[src/verilog/fault_status_consts.vh]
/*
 Holds the constants of the fault and reset-history status register:
 its offset, field positions, reset values and the SPI frame layout.
 Assumes it is included by bare name from the design files.
*/
`ifndef FAULT_STATUS_CONSTS_VH
`define FAULT_STATUS_CONSTS_VH

`define FS_OFFSET 8'h00
`define FS_WIDTH 20
`define FS_ZERO 20'h0_0000

`define FS_POR 0
`define FS_SAFE_RST 2
`define FS_WDOG_RST 3
`define FS_WD1_LATCH 5
`define FS_WD1_TEST 6
`define FS_WD1_LOCK 7
`define FS_OTM_CRC 11
`define FS_OSC_ERR 16
`define FS_BOOST_OT 17

`define FS_POR_RESET 1'b1
`define FS_SAFE_RESET 1'b1
`define FS_WDOG_RESET 1'b1
`define FS_LIVE_RESET 1'b0

`define FRAME_BITS 6'h20
`define ADDR_HI 31
`define ADDR_LO 24
`define SW_WIDTH 11
`define SW_SPI_FAULT 10
`define SW_SUMMARY 4
`define SW_BAD_READ 0
`define SYNC_STAGES 3

`endif

[src/verilog/fault_status_register.v]
/*
 Fault and reset-history status register with its SPI slave port.
 Assumes rst_n is the power-on reset, the watchdog and safing machine
 resets and all fault levels come from logic on mclk, and the SPI pins
 come from outside (mode 0, 32-bit frames, MSB first).
*/
// Functional notes
// - watchdog reset flag bit3, cleared on read
// - safing reset flag bit2, cleared on read
// - power-on flag bit0, cleared on read
// - checksum checked after power-on, error bit11
// - watchdog lockout shown live at bit7
// - watchdog reset latch shown at bit5
// - summary fault bit ORs whole register
// - 11-bit status word in top bits
`timescale 1ns/1ps
`include "fault_status_consts.vh"
module fault_status_register (
  input wire mclk,
  input wire rst_n,
  input wire sclk,
  input wire csN,
  input wire mosi,
  input wire watchdogMachineReset,
  input wire safingMachineReset,
  input wire wd1Lockout,
  input wire wd1TestMode,
  input wire wd1ResetLatch,
  input wire boostOvertemp,
  input wire oscCrossErr,
  input wire [15:0] otmCrcCalc,
  input wire [15:0] otmCrcRef,
  input wire [10:0] statusOther,
  output reg miso_r,
  output reg misoOe_r
);
  wire [2:0] pinS2;
  wire [2:0] pinS3;
  reg sclkSt_r;
  reg csSt_r;
  reg porFlag_r;
  reg safeFlag_r;
  reg wdogFlag_r;
  reg crcErr_r;
  reg crcDone_r;
  reg lock_r;
  reg latch_r;
  reg testMode_r;
  reg boostOt_r;
  reg oscErr_r;
  reg spiFault_r;
  reg ridErr_r;
  reg respIsFault_r;
  reg [31:0] txShift_r;
  reg [31:0] rxShift_r;
  reg [5:0] bitCnt_r;
  reg [`FS_WIDTH-1:0] snap_r;
  reg snapSpiFault_r;
  reg [`FS_WIDTH-1:0] faultWord;
  reg [`SW_WIDTH-1:0] statusWord;
  wire summary;
  wire sclkStable;
  wire csStable;
  wire sclkRise;
  wire sclkFall;
  wire frameStart;
  wire frameEnd;
  wire frameOk;
  wire [7:0] rxAddr;

  function isFaultAddr;
    input [7:0] addr;
    begin
      isFaultAddr = (addr == `FS_OFFSET);
    end
  endfunction

  // idle levels: sclk low, chip select high
  pin_sync #(
    .W(`SYNC_STAGES),
    .INIT(3'b010)
  ) u_sync (
    .mclk(mclk),
    .rst_n(rst_n),
    .pinIn({mosi, csN, sclk}),
    .stage2(pinS2),
    .stage3(pinS3)
  );

  assign sclkStable = (pinS2[0] == pinS3[0]);
  assign csStable = (pinS2[1] == pinS3[1]);
  assign sclkRise = sclkStable && pinS3[0] && !sclkSt_r && !csSt_r;
  assign sclkFall = sclkStable && !pinS3[0] && sclkSt_r && !csSt_r;
  assign frameStart = csStable && !pinS3[1] && csSt_r;
  assign frameEnd = csStable && pinS3[1] && !csSt_r;
  assign frameOk = frameEnd && (bitCnt_r == `FRAME_BITS);
  assign rxAddr = rxShift_r[`ADDR_HI:`ADDR_LO];

  always @(posedge mclk or negedge rst_n) begin
    if (!rst_n) begin
      sclkSt_r <= 1'b0;
      csSt_r <= 1'b1;
    end else begin
      if (sclkStable) begin
        sclkSt_r <= pinS3[0];
      end
      if (csStable) begin
        csSt_r <= pinS3[1];
      end
    end
  end

  always @* begin
    faultWord = `FS_ZERO;
    faultWord[`FS_POR] = porFlag_r;
    faultWord[`FS_SAFE_RST] = safeFlag_r;
    faultWord[`FS_WDOG_RST] = wdogFlag_r;
    faultWord[`FS_WD1_LATCH] = latch_r;
    faultWord[`FS_WD1_TEST] = testMode_r;
    faultWord[`FS_WD1_LOCK] = lock_r;
    faultWord[`FS_OTM_CRC] = crcErr_r;
    faultWord[`FS_OSC_ERR] = oscErr_r;
    faultWord[`FS_BOOST_OT] = boostOt_r;
  end

  assign summary = |faultWord;

  always @* begin
    statusWord = statusOther;
    statusWord[`SW_SPI_FAULT] = spiFault_r;
    statusWord[`SW_SUMMARY] = summary;
    statusWord[`SW_BAD_READ] = ridErr_r;
  end

  // reset history: a reset still asserted wins over the read clear
  always @(posedge mclk or negedge rst_n) begin
    if (!rst_n) begin
      porFlag_r <= `FS_POR_RESET;
      safeFlag_r <= `FS_SAFE_RESET;
      wdogFlag_r <= `FS_WDOG_RESET;
    end else begin
      porFlag_r <= porFlag_r & ~(frameOk & snap_r[`FS_POR]);
      wdogFlag_r <= watchdogMachineReset |
        (wdogFlag_r & ~(frameOk & snap_r[`FS_WDOG_RST]));
      safeFlag_r <= safingMachineReset | watchdogMachineReset |
        (safeFlag_r & ~(frameOk & snap_r[`FS_SAFE_RST]));
    end
  end

  // checksum judged once, on the first edge after power-on release
  always @(posedge mclk or negedge rst_n) begin
    if (!rst_n) begin
      crcDone_r <= 1'b0;
      crcErr_r <= 1'b0;
    end else if (!crcDone_r) begin
      crcDone_r <= 1'b1;
      crcErr_r <= (otmCrcCalc != otmCrcRef);
    end
  end

  always @(posedge mclk or negedge rst_n) begin
    if (!rst_n) begin
      lock_r <= `FS_LIVE_RESET;
      latch_r <= `FS_LIVE_RESET;
      testMode_r <= `FS_LIVE_RESET;
      boostOt_r <= `FS_LIVE_RESET;
      oscErr_r <= `FS_LIVE_RESET;
    end else begin
      boostOt_r <= boostOvertemp;
      oscErr_r <= oscCrossErr;
      if (watchdogMachineReset) begin
        lock_r <= `FS_LIVE_RESET;
        latch_r <= `FS_LIVE_RESET;
        testMode_r <= `FS_LIVE_RESET;
      end else begin
        lock_r <= wd1Lockout;
        latch_r <= wd1ResetLatch;
        testMode_r <= safingMachineReset ? `FS_LIVE_RESET : wd1TestMode;
      end
    end
  end

  // response to a frame's read address goes out in the following frame
  always @(posedge mclk or negedge rst_n) begin
    if (!rst_n) begin
      txShift_r <= 32'h0000_0000;
      rxShift_r <= 32'h0000_0000;
      bitCnt_r <= 6'h00;
      snap_r <= `FS_ZERO;
      snapSpiFault_r <= 1'b0;
      miso_r <= 1'b0;
      misoOe_r <= 1'b0;
    end else begin
      misoOe_r <= !csSt_r;
      if (frameStart) begin
        txShift_r <= {statusWord, 1'b0,
          (respIsFault_r ? faultWord : `FS_ZERO)};
        snap_r <= respIsFault_r ? faultWord : `FS_ZERO;
        snapSpiFault_r <= spiFault_r;
        miso_r <= statusWord[`SW_SPI_FAULT];
        bitCnt_r <= 6'h00;
      end else if (sclkRise) begin
        rxShift_r <= {rxShift_r[30:0], pinS3[2]};
        if (bitCnt_r != 6'h3f) begin
          bitCnt_r <= bitCnt_r + 6'h01;
        end
      end else if (sclkFall) begin
        txShift_r <= {txShift_r[30:0], 1'b0};
        miso_r <= txShift_r[30];
      end
    end
  end

  // only the address field is decoded; data bits are shifted into rxShift_r but never used
  always @(posedge mclk or negedge rst_n) begin
    if (!rst_n) begin
      respIsFault_r <= 1'b0;
      ridErr_r <= 1'b0;
      spiFault_r <= 1'b0;
    end else if (frameEnd) begin
      if (frameOk) begin
        respIsFault_r <= isFaultAddr(rxAddr);
        ridErr_r <= !isFaultAddr(rxAddr);
        spiFault_r <= spiFault_r & ~snapSpiFault_r;
      end else begin
        respIsFault_r <= 1'b0;
        ridErr_r <= 1'b0;
        spiFault_r <= 1'b1;
      end
    end
  end
endmodule

[src/verilog/pin_sync.v]
/*
 Three-stage synchroniser for a group of pin inputs.
 Assumes the caller judges a change only by the second and third stage.
*/
`timescale 1ns/1ps
module pin_sync #(
  parameter W = 3,
  parameter [W-1:0] INIT = 3'b000
) (
  input wire mclk,
  input wire rst_n,
  input wire [W-1:0] pinIn,
  output wire [W-1:0] stage2,
  output wire [W-1:0] stage3
);
  genvar i;
  generate
    for (i = 0; i < W; i = i + 1) begin : g_bit
      reg s1_r;
      reg s2_r;
      reg s3_r;
      // first stage feeds only the second
      always @(posedge mclk or negedge rst_n) begin
        if (!rst_n) begin
          s1_r <= INIT[i];
          s2_r <= INIT[i];
          s3_r <= INIT[i];
        end else begin
          s1_r <= pinIn[i];
          s2_r <= s1_r;
          s3_r <= s2_r;
        end
      end
      assign stage2[i] = s2_r;
      assign stage3[i] = s3_r;
    end
  endgenerate
endmodule

[config.mk]
export PLATFORM = sky130hd
export DESIGN_NAME = fault_status_register
export DESIGN_NICKNAME = d
export VERILOG_FILES = /design/src/verilog/fault_status_register.v /design/src/verilog/pin_sync.v
export VERILOG_INCLUDE_DIRS = /design/src /design/src/verilog
export SDC_FILE = /design/constraint.sdc
export NUM_CORES = 1
export LEC_CHECK = 0
export BUFFER_PORTS_ARGS = -buffer_cell sky130_fd_sc_hd__buf_4
export CELL_PAD_IN_SITES_DETAIL_PLACEMENT = 0
export CELL_PAD_IN_SITES_GLOBAL_PLACEMENT = 1
export CORE_ASPECT_RATIO = 0.6
export CORE_MARGIN = 2
export CORE_UTILIZATION = 45
export CTS_BUF_LIST = sky130_fd_sc_hd__clkbuf_2
export CTS_CLUSTER_DIAMETER = 30
export DETAILED_ROUTE_END_ITERATION = 12
export PLACE_DENSITY = 0.76
export SYNTH_ARGS = -nofsm -noshare
export SYNTH_HDL_FRONTEND = slang
export SYNTH_SLANG_ARGS = --single-unit
[constraint.sdc]
create_clock -name mclk -period 2.2 [get_ports mclk]
set_clock_uncertainty 0.2 [all_clocks]
set_input_delay 0.22 -clock mclk [delete_from_list [all_inputs] [get_ports mclk]]
set_output_delay 0.22 -clock mclk [all_outputs]
set_load 0.01 [all_outputs]
==> summary.md <==
| Metric | Value |
|---|---|
| Placement-stage worst setup slack | between 0.2 and 0.3 ns |
| Tmin final | ~2.1 ns |
| Run status | finished clean |
| Die Ht | between 70 and 80 µm |
| Post-route clock period utilization | 95.7% |
| Number of top-level pins | 57 |
| Total Die Area | between 9000 and 10000 µm² |
| Final max-slew violation count | 0 |
| Setup TNS | 0 ns |
| Per-cell routed wire length | between 10 and 15 µm |
| Overall die width | 127 µm |
| Vias per inst | 4.99 |
| Critical path, cell by cell | dlygate4sd3_1 -> buf_4 -> xor2_1 -> dlygate4sd3_1 -> nor4_1 -> nand4_1 -> mux2_2 |
| Count of vias placed by the detailed router | just under 3000 |
| Number of standard cells in the layout, taps in and fillers out | 584 |
| Most common cell type on the critical path | sky130_fd_sc_hd__dlygate4sd3_1 |
| Slowest Stage Delay on Critical Path | between 0.5 and 0.6 ns |
| Worst vdd rail ir drop | 436 µV |
| Total area of sequential cells | between 2000 and 2500 µm² |
| Initial antenna violation count | 0 |
| Synthesized Nets | approximately 420 |
| Share of layout cells above drive strength 1 | around 26% |
| P per Cell Area | 794 nW/µm² |
| Cell count after synthesis | 361 |
| Post-DP HPWL | 5.17 mm |
| Number of filler instances in the final layout | between 700 and 800 |
| Number of nets in the final layout | roughly 530 |
| Synth unique cells | 35 |
| Max Fanout on Critical Path | 1 |
| Max frequency | 475 MHz |
| Proportion of netlist area held by the largest area contributor | a little under three fifths |
| Total of cells resized after clock tree synthesis | 0 |
| Area of combinational cells with multiple inputs | 1510 µm² |
| Placed Instances | between 500 and 600 |
| CP Class | in2reg |
| Largest buffer count on any clock path | 2 |
| Critical Path Source Type | primary input |
| Register area share after synthesis | between 60% and 70% |
| Final setup vio count | 0 |
| Post-route ant nets | 0 |
| Global placement routability congestion | 0.730 |
| Leak | 2.54 nW |
| Hold Crit Class | in2reg |
| CTS tree | built |
| Standard cell with the maximum stage delay on the critical path | sky130_fd_sc_hd__dlygate4sd3_1 |
| Num rows | 26 |
| Synthesis warning total | 0 |
| Wire length reported by the detailed router | around 8.3 mm |
| Starting density of the core | about 47% |
| Total DRC errors in the routed layout | 0 |
| Actual slew at the worst max-slew pin | between 0.5 and 0.6 ns |
| Clock Tree Root | sky130_fd_sc_hd__clkbuf_2 |
| RSZ-0062 raised after global routing | false |
| Count of routing violations after the opening detailed-route iteration | around 140 |
| Clock-pin slew on the worst setup and hold paths | ~0.24 ns |
| First-pass GRT wire length | approximately 15 mm |
| Number of global-route vias before repair | 2978 |
| Standard cell core area | about 8700 µm² |
| Area leader, netlist | sky130_fd_sc_hd__dfrtp_1 |
| Antenna Diode Count | 0 |
| Mapped Area | about 4100 µm² |
| Worst slew margin relative to its limit | 62.8% |
| Final Hold Viols | 0 |
| Critical path data arrival time | around 2.4 ns |
| Total of flip-flops plus latches after synthesis | 99 |
| Total power consumption of the routed design | between 0.004 and 0.005 W |
| Number of sinks on the clock net | 99 |
| Total congestion overflow after global routing | 0 |
| H-tree levels | 3 |
| Largest net degree at the start of global routing | 47 |
| Type of destination of the critical path | flop |
| Cts bufs inserted | 9 |
| Global-route usage over all layers | between 10% and 20% |
| Final WS setup | 0.0941 ns |
| Source-to-sink clock delay at the later pin of the worst-skew pair | around 0.57 ns |
| Number of detailed-routing iterations run before antenna repair | 4 |
| Largest cells by area after synthesis | sky130_fd_sc_hd__dfrtp_1, sky130_fd_sc_hd__mux2_2, sky130_fd_sc_hd__nand2_1 |
| Worst Path Required | approximately 2.5 ns |
| P&R area growth vs syn | 29.6% |
| Max-capacitance violation count | 0 |
| Number of buffer cells added on primary ports | 53 |
| Average instance area after synthesis | about 11 µm² |
-- layer usage --
layer	up-vias	share of wire [%]	track usage, %
met3	11	4.1	5.72
met1	1405	50	26.6
met5	-	0	0
met4	0	1.3	5.27
li1	1449	-	-
met2	51	44	28.8
-- flip-flops by register name, summed over array words and instances (netlist names), 3 cells and up --
name / flops
bitCnt_r: 6
rxShift_r: 32
snap_r: 3
txShift_r: 31
u_sync.g_bit.s1_r: 3
u_sync.g_bit.s2_r: 3
u_sync.g_bit.s3_r: 3
-- final timing paths --
kind                                           startpoint                             end  slack [ns]  cells after the start
setup / recovery                             otmCrcRef[4]            crcErr_r$_DFFE_PN0N_        0.09                      7
hold / removal                               otmCrcRef[1]            crcErr_r$_DFFE_PN0N_        0.05                      5
setup reg to reg                  bitCnt_r[2]$_DFFE_PN0P_            safeFlag_r$_DFF_PN1_        0.19                      4
hold reg to reg            u_sync.g_bit[2].s2_r$_DFF_PN0_  u_sync.g_bit[2].s3_r$_DFF_PN0_        0.18                      0
max in group asynchronous                           rst_n            wdogFlag_r$_DFF_PN1_        1.00                      4
min in group asynchronous                           rst_n         bitCnt_r[3]$_DFFE_PN0P_        0.49                      4
-- metrics by stage --
step,instance area (µm²),utilization (%),hold WS [ns]
final,5310,61.1,0.0471
after global routing,5310,61.1,0.0124
after CTS,5310,61.1,0.00490
after detailed placement,4680,53.8,-0.0261
after global placement,4680,53.8,-0.0245
after floorplan,4100,-,-0.276
-- cell type report --
type	instances	area share, %
timing repair buffer	112	19.0
multi-input combinational	236	28.3
clock buffer	11	1.04
inverter	9	0.636
tap	112	2.64
sequential	99	46.8
clock inverter	5	1.48
-- logic make-up after synthesis --
logic type | synth area share (%)
AOI/OAI and AO/OA | 6.60
DFF | 60.7
adders and majority gates | 1.83
xor gates and xnor gates | 4.06
other | 0.0915
muxes | 9.07
buffers and inverters | 2.57
and+or+nand+nor | 15.1
-- synth_stat cells, drive strengths merged --
cell type and count:
dfstp 7, dfrtp 92, nand3 23, nor3b 2
a221oi 2, a22o 5, o2111ai 1, nor4b 1
nor2b 3, clkbuf 9, mux2 33, a211o 1
nor2 23, and2 2, xor2 19, a31oi 17
a21o 1, ha 6, nand2 67, inv 9
o31ai 1, and3 3, nor3 1, nor4 7
or3 1, buf 8, nand4 4, a21boi 1
o21ai 10, conb 1, a21oi 1
-- report_power, final --
part	leakage, nW	switching [W]	internal [W]
clock	0.0758	0.000583	0.000380
sequential	1.24	0.000221	0.00220
combinational	1.22	0.000393	0.000440
-- placed cells by master (no fill, tap or decap), types with 2 or more instances in the layout --
master	synthesis	layout
sky130_fd_sc_hd__a221oi_1	2	2
sky130_fd_sc_hd__a22o_1	5	5
sky130_fd_sc_hd__a31oi_1	17	17
sky130_fd_sc_hd__and3_1	3	3
sky130_fd_sc_hd__buf_12	0	4
sky130_fd_sc_hd__buf_4	0	60
sky130_fd_sc_hd__bufinv_16	0	2
sky130_fd_sc_hd__clkbuf_2	0	11
sky130_fd_sc_hd__clkinvlp_4	0	2
sky130_fd_sc_hd__dfrtp_1	92	92
sky130_fd_sc_hd__dfstp_2	7	7
sky130_fd_sc_hd__dlygate4sd3_1	0	48
sky130_fd_sc_hd__ha_1	6	6
sky130_fd_sc_hd__inv_1	9	9
sky130_fd_sc_hd__mux2_2	33	33
sky130_fd_sc_hd__nand2_1	67	67
sky130_fd_sc_hd__nand3_1	23	23
sky130_fd_sc_hd__nand4_1	4	4
sky130_fd_sc_hd__nor2_1	23	23
sky130_fd_sc_hd__nor2b_1	3	3
sky130_fd_sc_hd__nor4_1	7	7
sky130_fd_sc_hd__o21ai_0	8	8
sky130_fd_sc_hd__o21ai_2	2	2
sky130_fd_sc_hd__xor2_1	19	19
-- repair_timing --
item,4_1_cts,5_1_grt
buffers inserted,0,0
endpoints found under the setup margin,0,0
hold buffers,49,0
endpoints found under the hold margin,118,0
-- critical path, delay by kind of cell --
kind,cells,cell delay (ns)
buf+inv,3,1.23
mux,1,0.28
xor+xnor,1,0.15
simple gates,2,0.52
No activity file was read; power rests on OpenSTA's default activity.
